**config.mk**
```make
export PLATFORM = sky130hd
export DESIGN_NAME = alarm_timer_64bit
export DESIGN_NICKNAME = d
export VERILOG_FILES = /design/src/alarm_timer_pkg.sv /design/src/tick_prescaler.sv /design/src/time_base_counter.sv /design/src/alarm_timer_64bit.sv
export SDC_FILE = /design/constraint.sdc
export NUM_CORES = 2
export LEC_CHECK = 0
export BUFFER_PORTS_ARGS = -buffer_cell sky130_fd_sc_hd__buf_4
export CAP_MARGIN = 15
export CORE_MARGIN = 2
export CORE_UTILIZATION = 40
export CTS_CLUSTER_DIAMETER = 150
export DETAILED_ROUTE_END_ITERATION = 7
export GPL_TIMING_DRIVEN = 0
export PLACE_DENSITY = 0.63
export SETUP_SLACK_MARGIN = 0.2
export SYNTH_ARGS = -nofsm -noshare
export SYNTH_HDL_FRONTEND = slang
export SYNTH_HIERARCHICAL = 1
export SYNTH_SLANG_ARGS = --single-unit
```
**constraint.sdc**
```tcl
create_clock -name clk -period 15.9 [get_ports clk]
set_input_delay 3.975 -clock clk [delete_from_list [all_inputs] [get_ports clk]]
set_output_delay 3.975 -clock clk [all_outputs]
set_load 0.03 [all_outputs]
```
**src/alarm_timer_pkg.sv**
```systemverilog
package alarm_timer_pkg;

  localparam int          N_TIMERS      = 2;
  localparam logic [7:0]  TIMER_STRIDE  = 8'h24;

  localparam logic [7:0]  OFF_CONFIG    = 8'h00;
  localparam logic [7:0]  OFF_SNAP_LO   = 8'h04;
  localparam logic [7:0]  OFF_SNAP_HI   = 8'h08;
  localparam logic [7:0]  OFF_SNAP_TRIG = 8'h0C;
  localparam logic [7:0]  OFF_ALARM_LO  = 8'h10;
  localparam logic [7:0]  OFF_ALARM_HI  = 8'h14;
  localparam logic [7:0]  OFF_RELOAD_LO = 8'h18;
  localparam logic [7:0]  OFF_RELOAD_HI = 8'h1C;
  localparam logic [7:0]  OFF_RELOAD    = 8'h20;
  localparam logic [7:0]  OFF_INT_ENA   = 8'h98;
  localparam logic [7:0]  OFF_INT_RAW   = 8'h9C;
  localparam logic [7:0]  OFF_INT_ST    = 8'hA0;
  localparam logic [7:0]  OFF_INT_CLR   = 8'hA4;

  localparam int          CFG_EN        = 31;
  localparam int          CFG_UP        = 30;
  localparam int          CFG_AUTO      = 29;
  localparam int          CFG_DIV_MSB   = 28;
  localparam int          CFG_DIV_LSB   = 13;
  localparam int          CFG_EDGE      = 12;
  localparam int          CFG_LEVEL     = 11;
  localparam int          CFG_ARM       = 10;

  localparam logic [15:0] DIVISOR_RESET = 16'h0001;
  localparam logic [63:0] COUNT_RESET   = 64'h0000_0000_0000_0000;
  localparam logic [31:0] WORD_RESET    = 32'h0000_0000;
  localparam logic [16:0] DIV_MAX       = 17'h10000;
  localparam logic [16:0] DIV_MIN       = 17'h00002;

  localparam int          IRQ_W         = 3;
  localparam int          IRQ_T0        = 0;
  localparam int          IRQ_T1        = 1;
  localparam int          IRQ_WDT       = 2;
  localparam logic [1:0]  WDT_STAGE_IRQ = 2'h1;

  typedef enum logic [1:0] {
    BUS_IDLE = 2'b01,
    BUS_READ = 2'b10
  } bus_state_t;

endpackage

```
**src/tick_prescaler.sv**
```systemverilog
`timescale 1ns/1ps
module tick_prescaler (
  input  wire logic        clk,
  input  wire logic        rst_b,
  input  wire logic        run,
  input  wire logic [15:0] prescale_divisor,
  output logic             tick
);

  logic [16:0] div_count;
  logic [16:0] divisor_eff;

  // Divisor 0 means 65536, 1 and 2 both mean 2
  always_comb begin
    if (prescale_divisor == 16'h0000) begin
      divisor_eff = alarm_timer_pkg::DIV_MAX;
    end else if (prescale_divisor <= 16'h0002) begin
      divisor_eff = alarm_timer_pkg::DIV_MIN;
    end else begin
      divisor_eff = {1'b0, prescale_divisor};
    end
  end

  // One tick every divisor_eff cycles while running; phase held when stopped
  always_ff @(posedge clk) begin
    if (!rst_b) begin
      div_count <= 17'h00000;
      tick      <= 1'b0;
    end else begin
      tick <= 1'b0;
      if (run) begin
        if (div_count >= divisor_eff - 17'h00001) begin
          div_count <= 17'h00000;
          tick      <= 1'b1;
        end else begin
          div_count <= div_count + 17'h00001;
        end
      end
    end
  end

endmodule

```
**src/time_base_counter.sv**
```systemverilog
`timescale 1ns/1ps
module time_base_counter (
  input  wire logic        clk,
  input  wire logic        rst_b,
  input  wire logic        tick,
  input  wire logic        count_enable,
  input  wire logic        count_up_select,
  input  wire logic        reload_on_alarm,
  input  wire logic        alarm_arm,
  input  wire logic [63:0] alarm_value,
  input  wire logic [63:0] reload_value,
  input  wire logic        reload_now,
  output logic      [63:0] count_value,
  output logic             alarm_event
);

  // Match or already passed in the present direction, only while armed
  always_comb begin
    if (count_up_select) begin
      alarm_event = alarm_arm && (count_value >= alarm_value);
    end else begin
      alarm_event = alarm_arm && (count_value <= alarm_value);
    end
  end

  always_ff @(posedge clk) begin
    if (!rst_b) begin
      count_value <= alarm_timer_pkg::COUNT_RESET;
    end else if (reload_now) begin
      count_value <= reload_value;
    end else if (alarm_event && reload_on_alarm) begin
      count_value <= reload_value;
    end else if (count_enable && tick) begin
      if (count_up_select) begin
        count_value <= count_value + 64'h0000_0000_0000_0001;
      end else begin
        count_value <= count_value - 64'h0000_0000_0000_0001;
      end
    end
  end

endmodule

```
**src/alarm_timer_64bit.sv**
```systemverilog
`timescale 1ns/1ps
// Summary of operation
// - Two independent timers, each a 16-bit prescaler feeding a reloadable 64-bit counter.
// - Each prescaler tick moves the counter by exactly one in the selected direction.
// - Divisor is the programmed value; 1 or 2 gives 2, 0 gives 65536.
// - Direction bit set counts up, clear counts down, effective immediately.
// - With count enable clear the counter holds and later resumes from there.
// - Reload while disabled changes the value but counting stays halted.
// - Reload value writes alone leave the counter; only reload events copy them.
// - Reload-on-alarm reloads at alarm; otherwise counting continues past the alarm.
// - Any write to the reload trigger loads the reload value immediately.
// - Any write to the snapshot trigger latches the counter into both readback words.
// - Alarm fires when the 64-bit alarm value equals the counter.
// - Alarm also fires at once if the counter already passed the alarm value.
// - Timer 0 and timer 1 alarms raise their own interrupts; reloads raise none.
// - A watchdog stage timeout configured for interrupt raises a separate interrupt.
// - Each timer signals its alarm as level or edge, selected separately.
// - Alarms occur only while the alarm arm bit is set.
// - Edge and level select bits each enable that interrupt form.
module alarm_timer_64bit (
  input  wire logic        clk,
  input  wire logic        rst_b,
  input  wire logic        hsel,
  input  wire logic [31:0] haddr,
  input  wire logic [1:0]  htrans,
  input  wire logic        hwrite,
  input  wire logic [2:0]  hsize,
  input  wire logic [31:0] hwdata,
  input  wire logic        hready,
  output logic      [31:0] hrdata,
  output logic             hreadyout,
  output logic             hresp,
  input  wire logic        watchdog_stage_timeout,
  input  wire logic [1:0]  watchdog_stage_mode,
  output logic             irq,
  output logic      [1:0]  alarm_pulse
);

  localparam int NT = alarm_timer_pkg::N_TIMERS;

  alarm_timer_pkg::bus_state_t state;

  logic                  take;
  logic                  wr_pend;
  logic [7:0]            wr_addr;
  logic [7:0]            rd_addr;
  logic [31:0]           next_rdata;

  logic [NT-1:0]         count_enable;
  logic [NT-1:0]         count_up_select;
  logic [NT-1:0]         reload_on_alarm;
  logic [NT-1:0]         pulse_irq_select;
  logic [NT-1:0]         held_irq_select;
  logic [NT-1:0]         alarm_arm;
  logic [15:0]           prescale_divisor  [NT];
  logic [31:0]           alarm_value_low   [NT];
  logic [31:0]           alarm_value_high  [NT];
  logic [31:0]           reload_value_low  [NT];
  logic [31:0]           reload_value_high [NT];
  logic [31:0]           snapshot_low      [NT];
  logic [31:0]           snapshot_high     [NT];
  logic [63:0]           count_value       [NT];
  logic [NT-1:0]         tick;
  logic [NT-1:0]         alarm_event;
  logic [NT-1:0]         reload_trigger;
  logic [NT-1:0]         snapshot_trigger;
  logic [NT-1:0]         config_write;

  logic [alarm_timer_pkg::IRQ_W-1:0] int_raw;
  logic [alarm_timer_pkg::IRQ_W-1:0] int_ena;
  logic [alarm_timer_pkg::IRQ_W-1:0] int_set;
  logic [alarm_timer_pkg::IRQ_W-1:0] int_clr;

  function automatic logic reg_hit(
    input logic [7:0] addr,
    input logic [7:0] off,
    input int         idx
  );
    logic [7:0] base;
    base = 8'(idx) * alarm_timer_pkg::TIMER_STRIDE;
    return addr == (off + base);
  endfunction

  assign take = hsel && hready && htrans[1];

  // Address phase capture for writes; data applied in the following cycle
  always_ff @(posedge clk) begin
    if (!rst_b) begin
      wr_pend <= 1'b0;
      wr_addr <= 8'h00;
    end else begin
      wr_pend <= take && hwrite;
      if (take && hwrite) begin
        wr_addr <= haddr[7:0];
      end
    end
  end

  // Reads take one wait state so a preceding write is visible
  always_ff @(posedge clk) begin
    if (!rst_b) begin
      state     <= alarm_timer_pkg::BUS_IDLE;
      hreadyout <= 1'b1;
      hrdata    <= alarm_timer_pkg::WORD_RESET;
      rd_addr   <= 8'h00;
    end else begin
      unique case (state)
        alarm_timer_pkg::BUS_IDLE: begin
          if (take && !hwrite) begin
            state     <= alarm_timer_pkg::BUS_READ;
            hreadyout <= 1'b0;
            rd_addr   <= haddr[7:0];
          end
        end
        alarm_timer_pkg::BUS_READ: begin
          state     <= alarm_timer_pkg::BUS_IDLE;
          hreadyout <= 1'b1;
          hrdata    <= next_rdata;
        end
        default: begin
          state     <= alarm_timer_pkg::BUS_IDLE;
          hreadyout <= 1'b1;
        end
      endcase
    end
  end

  // Always OKAY
  always_ff @(posedge clk) begin
    if (!rst_b) begin
      hresp <= 1'b0;
    end else begin
      hresp <= 1'b0;
    end
  end

  genvar x;
  generate
    for (x = 0; x < NT; x++) begin : g_timer
      assign config_write[x]     = wr_pend && reg_hit(wr_addr, alarm_timer_pkg::OFF_CONFIG, x);
      assign reload_trigger[x]   = wr_pend && reg_hit(wr_addr, alarm_timer_pkg::OFF_RELOAD, x);
      assign snapshot_trigger[x] = wr_pend && reg_hit(wr_addr, alarm_timer_pkg::OFF_SNAP_TRIG, x);

      // Configuration; the arm bit drops after an alarm unless rewritten
      always_ff @(posedge clk) begin
        if (!rst_b) begin
          count_enable[x]     <= 1'b0;
          count_up_select[x]  <= 1'b0;
          reload_on_alarm[x]  <= 1'b0;
          prescale_divisor[x] <= alarm_timer_pkg::DIVISOR_RESET;
          pulse_irq_select[x] <= 1'b0;
          held_irq_select[x]  <= 1'b0;
          alarm_arm[x]        <= 1'b0;
        end else if (config_write[x]) begin
          count_enable[x]     <= hwdata[alarm_timer_pkg::CFG_EN];
          count_up_select[x]  <= hwdata[alarm_timer_pkg::CFG_UP];
          reload_on_alarm[x]  <= hwdata[alarm_timer_pkg::CFG_AUTO];
          prescale_divisor[x] <=
            hwdata[alarm_timer_pkg::CFG_DIV_MSB:alarm_timer_pkg::CFG_DIV_LSB];
          pulse_irq_select[x] <= hwdata[alarm_timer_pkg::CFG_EDGE];
          held_irq_select[x]  <= hwdata[alarm_timer_pkg::CFG_LEVEL];
          alarm_arm[x]        <= hwdata[alarm_timer_pkg::CFG_ARM];
        end else if (alarm_event[x]) begin
          alarm_arm[x] <= 1'b0;
        end
      end

      always_ff @(posedge clk) begin
        if (!rst_b) begin
          alarm_value_low[x]   <= alarm_timer_pkg::WORD_RESET;
          alarm_value_high[x]  <= alarm_timer_pkg::WORD_RESET;
          reload_value_low[x]  <= alarm_timer_pkg::WORD_RESET;
          reload_value_high[x] <= alarm_timer_pkg::WORD_RESET;
        end else if (wr_pend) begin
          if (reg_hit(wr_addr, alarm_timer_pkg::OFF_ALARM_LO, x)) begin
            alarm_value_low[x] <= hwdata;
          end
          if (reg_hit(wr_addr, alarm_timer_pkg::OFF_ALARM_HI, x)) begin
            alarm_value_high[x] <= hwdata;
          end
          if (reg_hit(wr_addr, alarm_timer_pkg::OFF_RELOAD_LO, x)) begin
            reload_value_low[x] <= hwdata;
          end
          if (reg_hit(wr_addr, alarm_timer_pkg::OFF_RELOAD_HI, x)) begin
            reload_value_high[x] <= hwdata;
          end
        end
      end

      // Coherent 64-bit latch for two word reads
      always_ff @(posedge clk) begin
        if (!rst_b) begin
          snapshot_low[x]  <= alarm_timer_pkg::WORD_RESET;
          snapshot_high[x] <= alarm_timer_pkg::WORD_RESET;
        end else if (snapshot_trigger[x]) begin
          snapshot_low[x]  <= count_value[x][31:0];
          snapshot_high[x] <= count_value[x][63:32];
        end
      end

      tick_prescaler u_prescaler (
        .clk              (clk),
        .rst_b            (rst_b),
        .run              (count_enable[x]),
        .prescale_divisor (prescale_divisor[x]),
        .tick             (tick[x])
      );

      time_base_counter u_counter (
        .clk             (clk),
        .rst_b           (rst_b),
        .tick            (tick[x]),
        .count_enable    (count_enable[x]),
        .count_up_select (count_up_select[x]),
        .reload_on_alarm (reload_on_alarm[x]),
        .alarm_arm       (alarm_arm[x]),
        .alarm_value     ({alarm_value_high[x], alarm_value_low[x]}),
        .reload_value    ({reload_value_high[x], reload_value_low[x]}),
        .reload_now      (reload_trigger[x]),
        .count_value     (count_value[x]),
        .alarm_event     (alarm_event[x])
      );

      // Edge form: one-cycle pulse per alarm
      always_ff @(posedge clk) begin
        if (!rst_b) begin
          alarm_pulse[x] <= 1'b0;
        end else begin
          alarm_pulse[x] <= alarm_event[x] && pulse_irq_select[x];
        end
      end

      // Level form: alarm sets the sticky status bit
      assign int_set[x] = alarm_event[x] && held_irq_select[x];
    end
  endgenerate

  assign int_set[alarm_timer_pkg::IRQ_WDT] =
    watchdog_stage_timeout && (watchdog_stage_mode == alarm_timer_pkg::WDT_STAGE_IRQ);

  assign int_clr = (wr_pend && (wr_addr == alarm_timer_pkg::OFF_INT_CLR)) ?
                   hwdata[alarm_timer_pkg::IRQ_W-1:0] : '0;

  // Sticky status; a new event beats a clear in the same cycle
  always_ff @(posedge clk) begin
    if (!rst_b) begin
      int_raw <= '0;
    end else begin
      int_raw <= (int_raw & ~int_clr) | int_set;
    end
  end

  always_ff @(posedge clk) begin
    if (!rst_b) begin
      int_ena <= '0;
    end else if (wr_pend && (wr_addr == alarm_timer_pkg::OFF_INT_ENA)) begin
      int_ena <= hwdata[alarm_timer_pkg::IRQ_W-1:0];
    end
  end

  always_ff @(posedge clk) begin
    if (!rst_b) begin
      irq <= 1'b0;
    end else begin
      irq <= |(int_raw & int_ena);
    end
  end

  // Read mux; triggers, clear and unmapped addresses read zero
  always_comb begin
    next_rdata = alarm_timer_pkg::WORD_RESET;
    for (int i = 0; i < NT; i++) begin
      if (reg_hit(rd_addr, alarm_timer_pkg::OFF_CONFIG, i)) begin
        next_rdata[alarm_timer_pkg::CFG_EN]    = count_enable[i];
        next_rdata[alarm_timer_pkg::CFG_UP]    = count_up_select[i];
        next_rdata[alarm_timer_pkg::CFG_AUTO]  = reload_on_alarm[i];
        next_rdata[alarm_timer_pkg::CFG_DIV_MSB:alarm_timer_pkg::CFG_DIV_LSB] =
          prescale_divisor[i];
        next_rdata[alarm_timer_pkg::CFG_EDGE]  = pulse_irq_select[i];
        next_rdata[alarm_timer_pkg::CFG_LEVEL] = held_irq_select[i];
        next_rdata[alarm_timer_pkg::CFG_ARM]   = alarm_arm[i];
      end
      if (reg_hit(rd_addr, alarm_timer_pkg::OFF_SNAP_LO, i)) begin
        next_rdata = snapshot_low[i];
      end
      if (reg_hit(rd_addr, alarm_timer_pkg::OFF_SNAP_HI, i)) begin
        next_rdata = snapshot_high[i];
      end
      if (reg_hit(rd_addr, alarm_timer_pkg::OFF_ALARM_LO, i)) begin
        next_rdata = alarm_value_low[i];
      end
      if (reg_hit(rd_addr, alarm_timer_pkg::OFF_ALARM_HI, i)) begin
        next_rdata = alarm_value_high[i];
      end
      if (reg_hit(rd_addr, alarm_timer_pkg::OFF_RELOAD_LO, i)) begin
        next_rdata = reload_value_low[i];
      end
      if (reg_hit(rd_addr, alarm_timer_pkg::OFF_RELOAD_HI, i)) begin
        next_rdata = reload_value_high[i];
      end
    end
    if (rd_addr == alarm_timer_pkg::OFF_INT_ENA) begin
      next_rdata[alarm_timer_pkg::IRQ_W-1:0] = int_ena;
    end
    if (rd_addr == alarm_timer_pkg::OFF_INT_RAW) begin
      next_rdata[alarm_timer_pkg::IRQ_W-1:0] = int_raw;
    end
    if (rd_addr == alarm_timer_pkg::OFF_INT_ST) begin
      next_rdata[alarm_timer_pkg::IRQ_W-1:0] = int_raw & int_ena;
    end
  end

endmodule

```
# [Word level (Yosys, flattened, before mapping)]
# Memory sizes are Yosys's and may differ from the RTL's.
# Cells that the tools add are included.
[classes] addsub=8 n_lt_le_gt_ge=8 n_eq_ne=34 n_mux=99 n_bitwise=18 n_reduce_logical=39
[ops] cell="2-to-1 mux 32 bit" n=24
[ops] cell="2-to-1 mux 64 bit" n=8
[ops] cell="adder 64 x 1 -> 64 bit, second input constant" n=2
[ops] cell=">= comparator 64 bit" n=2
[ops] cell="less-or-equal comparator 64 bit" n=2
[ops] cell="subtractor 64 x 1 -> 64 bit, second input constant" n=2
[ops] cell="equality test 8 x 6 -> 1 bit, second input constant" n=12
[ops] cell="2-to-1 mux 17 bit" n=4
[ops] cell="equality test 8 x 5 -> 1 bit, second input constant" n=8
[ops] cell="2-to-1 mux 16 bit" n=4
[ops] cell="2-to-1 mux 1 bit" n=53
[ops] cell="2-to-1 mux 22 bit" n=2
[ops] cell="equality test 8 bit, second input constant" n=5
[ops] cell="adder 17 x 1 -> 17 bit, second input constant" n=2
[ops] cell=">= comparator 17 bit" n=2
[ops] cell="subtractor 17 x 1 -> 17 bit, second input constant" n=2
[ops] cell="less-or-equal comparator 16 x 2 -> 1 bit, second input constant" n=2
[ops] cell="logical NOT 16 bit" n=2
[ops] cell="logical AND 1 bit" n=25
[ops] cell="equality test 8 x 7 -> 1 bit, second input constant" n=3
[ops] cell="equality test 8 x 4 -> 1 bit, second input constant" n=2
[ops] cell="logical NOT 8 bit" n=2
[ops] cell="bitwise OR 1 bit" n=14
[ops] cell="2-to-1 mux 3 bit" n=4
[ops] cell="other kinds (11)" n=18
[totals] ff_bits=237 ramBits=416 inputBits=77 wordCells=242 memories=7
[mem_list] memory="alarm_value_high" depth=2 width=32 read_ports=2 rd_clocked_by_memory_dff=0 wr=2 line="alarm_timer_64bit.sv:57" source="logic [31:0] alarm_value_high [NT];"
[mem_list] memory="alarm_value_low" depth=2 width=32 read_ports=2 rd_clocked_by_memory_dff=0 wr=2 line="alarm_timer_64bit.sv:56" source="logic [31:0] alarm_value_low [NT];"
[mem_list] memory="reload_value_high" depth=2 width=32 read_ports=2 rd_clocked_by_memory_dff=0 wr=2 line="alarm_timer_64bit.sv:59" source="logic [31:0] reload_value_high [NT];"
[mem_list] memory="reload_value_low" depth=2 width=32 read_ports=2 rd_clocked_by_memory_dff=0 wr=2 line="alarm_timer_64bit.sv:58" source="logic [31:0] reload_value_low [NT];"
[mem_list] memory="snapshot_high" depth=2 width=32 read_ports=2 rd_clocked_by_memory_dff=0 wr=2 line="alarm_timer_64bit.sv:61" source="logic [31:0] snapshot_high [NT];"
[mem_list] memory="snapshot_low" depth=2 width=32 read_ports=2 rd_clocked_by_memory_dff=0 wr=2 line="alarm_timer_64bit.sv:60" source="logic [31:0] snapshot_low [NT];"
[mem_list] memory="+1 memories"

# [Longest topological paths before layout]
[logic_depth] word_depth=18 mapped_depth=15

# [Modules after synthesis]
# Netlist, hierarchy kept.
[modules_own_cells] module="alarm_timer_64bit" instances=1 cells_each=1874 area_each_um2=22318.9 seq_area_each_um2=13933.4
[modules_own_cells] module="time_base_counter at g_timer[0].u_counter" instances=1 cells_each=1171 area_each_um2=8444.3 seq_area_each_um2=1281.2
[modules_own_cells] module="time_base_counter at g_timer[1].u_counter" instances=1 cells_each=1165 area_each_um2=8415.6 seq_area_each_um2=1281.2
[modules_own_cells] module="tick_prescaler" instances=2 cells_each=172 area_each_um2=1540.2 seq_area_each_um2=360.3

# [Worst setup path before layout]
# OpenSTA, ideal clock, no wires.
[synth_path] path_type="in2reg" start="input rst_b" end="memory snapshot_high[1][0] (enable)" t_arrival_ns=6.636 t_required_ns=14.859 setup_slack_ns=8.223 stages=4 path_cell_list="clkbuf_1 -> clkbuf_1 -> clkbuf_1 -> o21ai_0"
[synth_rtl] item="from (decl)" line="alarm_timer_64bit.sv:22" source="input wire logic rst_b,"
[synth_rtl] item="to (decl)" line="alarm_timer_64bit.sv:61"

==> out/metrics.cfg <==
[yosys]
synthTopCellsByArea = edfxtp_1 (30%), dfxtp_1 (11%), ha_1 (8.6%)
synth_area_um2 = 42300
synthArstFlopShare_pct = 0
synth.most_common_cell = and2_1
syn_avg_cell_area_um2 = 9.28
synth-seq-area-share_pct = 40.7
ys.flop_type = edfxtp_1
synth_edf_count = 416
yosys-top-cells-count = and2_1 (434), edfxtp_1 (416), nand2_1 (371)
synth.yosys.warnings = 6
synthCells = 4554
synth_seq_cells = 652
synth_cell_types = 111
synth.top_cell.area_share_pct = 29.6
synth_nets = 4923
yosysTopAreaCell = edfxtp_1

[placement]
hpwl_um = 144000
gp_congestion = 1.06
portBuffers = 84
dp.cells = 6049

[setup_path]
end_kind = register
crit_fanout = 24
worstPathRequired_ns = 16.48
startpoint_type = primary input
path_class = in -> reg
crit_arrival_ns = 7.76

[floorplan]
die_h_um = 329
die_area_um2 = 108000
coreArea_um2 = 105000
num_io_pins = 114
die_x_um = 329
rows = 119
start_util_pct = 40.3

[finish]
fin_nets = 5099
fill_cells = 10200
drive_above_1_share_pct = 8.19
area_growth_pct = 12.2
finalNonFillerCells = 6185
final_util_pct = 45.2

[global_routing]
grt_pass1_vias = 37000
gr-total-overflow = 0
grt_max_degree = 46
antenna_found_initial = 6
track_usage_pct = 32.9
grt_pass1_wl_um = 259000

[timing]
finalSetupTns_ns = 0
period_needed_ns = 7.18
rsz0062_at_grt = false
timing.hold.ws_ns = 0.460
max_slew.worst_pin.slew_ns = 1.33
slew_headroom_pct = 11.3
fmax_ghz = 0.139
finalSetupViolCount = 0
post-route-period-util_pct = 45.1
fin_skew_ns = 0.0327
slew_viol_final = 0
final_hold_viol_count = 0

[cts]
cts_hold_buf = 0
cts-htree-levels = 3
tritoncts = built
ctsResizeCount = 0
clockBufferDepth = 3
cts_buffers = 70
cts.clk_slew.worst_paths_ns = 0.07
root_buffer = clkbuf_16
postCtsSetupBuffers = 0
clock_latency_ns = 0.65
clock_sinks = 652

[run]
drv_cap = 0

[detailed_routing]
drt-vias-per-instance = 6.46
dr.first_iter.drc_count = 6355
drc_errors = 0
drtAntennaViolNets = 0
vias = 40000
routed_wl_um = 184000
first_pass_iters = 7
drt-wirelength-per-cell_um = 29.8

[pwr]
irDropWorstVdd_v = 0.0000832
p_per_area_nw_per_um2 = 80.6
leakage_nw = 19.2
power_w = 0.00382

[status]
status = completed

[min_path]
hold_path_class = reg -> reg

[per-layer routing]
metal / routed length, um / vias to the layer above / track usage [%]
met2: 74400 / 2885 / 46.9
met3: 26700 / 523 / 10.5
met5: 16 / - / 0.0870
met4: 9140 / 2 / 13.4
met1: 73800 / 19300 / 45.9
li1: - / 17300 / -
[where the power goes]
part           total (W)  internal (W)  switching (W)
Combinational   0.000253     0.0000735       0.000179
Sequential       0.00188       0.00183      0.0000477
Clock            0.00169      0.000951       0.000737
Total            0.00382       0.00286       0.000964
[worst paths after layout]
check / start / endpoint / slack [ns] / cells past startpoint
min reg2reg: wr_addr[1] / wr_addr[1] / 0.46 / 2
max: rst_b / hrdata[13] / 8.72 / 7
max reg2reg: count_up_select[1] / g_timer[1].u_counter/count_value[48] / 10.68 / 15
min: wr_addr[1] / wr_addr[1] / 0.46 / 2
[registers in the layout (all words and copies together) (netlist names), 8 cells and up]
signal                         count
alarm_value_high                  64
snapshot_low                      64
reload_value_low                  64
rd_addr                            8
prescale_divisor                  32
reload_value_high                 64
g_timer.u_counter/count_value    128
g_timer.u_prescaler/div_count     34
alarm_value_low                   64
hrdata                            32
snapshot_high                     64
wr_addr                            8
[placed cells by master (no fill, tap or decap), types with 43 or more instances in the layout]
| cell type | count |
|---|---|
| inv_1 | 189 |
| o211ai_1 | 43 |
| nor3_1 | 51 |
| o22ai_1 | 48 |
| buf_2 | 61 |
| and2_1 | 434 |
| xor2_1 | 71 |
| o21ai_0 | 249 |
| dfxtp_1 | 236 |
| a21oi_1 | 344 |
| ha_1 | 290 |
| xnor2_1 | 89 |
| nand4_1 | 83 |
| a211oi_1 | 48 |
| edfxtp_1 | 416 |
| nor2_1 | 315 |
| nand2_1 | 371 |
| clkbuf_16 | 74 |
| buf_4 | 89 |
| a31oi_1 | 65 |
| nand3_1 | 85 |
| a21o_1 | 87 |
| clkbuf_1 | 210 |
| mux2i_1 | 63 |
[logic make-up (layout without fill, tap and decap cells)]
group / after synthesis / in the layout / share of synthesized area [%]
AND/OR/NAND/NOR: 1606 / 1606 / 20.3
AO/OA/AOI/OAI: 1305 / 1305 / 20.7
flip-flops: 652 / 652 / 40.7
buffers and inverters: 466 / 699 / 4.49
adder cells (fa/ha/maj): 292 / 292 / 8.68
XOR/XNOR: 160 / 160 / 3.32
multiplexers: 72 / 72 / 1.73
other: 1 / 8 / 0.00887
[worst max-delay path, stage by stage]
cell and delay (ns):
buf_4 0.32, clkbuf_1 0.67, clkinv_1 0.54, nor2_1 1.02
o21ai_0 0.64, nor3_1 0.41, o2bb2ai_1 0.15
[metrics by stage]
| step | area (um^2) | setup WS (ns) |
|---|---|---|
| 2_1_floorplan | 42300 | 8.22 |
| 3_3_place_gp | 44600 | 5.05 |
| 3_5_place_dp | 45100 | 8.20 |
| 4_1_cts | 47400 | 8.86 |
| 5_1_grt | 47400 | 8.66 |
| 6_report | 47400 | 8.72 |
[area by class of cell]
type / count / area (um^2) / area share (%)
Inverter: 194 / 728 / 1.54
Multi-Input combinational cell: 3436 / 23300 / 49.1
Clock inverter: 29 / 240 / 0.507
Sequential cell: 652 / 17200 / 36.3
Timing Repair Buffer: 104 / 973 / 2.05
Tap cell: 1391 / 1740 / 3.67
Buffer: 272 / 1170 / 2.47
Clock buffer: 100 / 2050 / 4.32
Antenna cell: 7 / 17.5 / 0.0370
No activity file was read; power rests on OpenSTA's default activity.
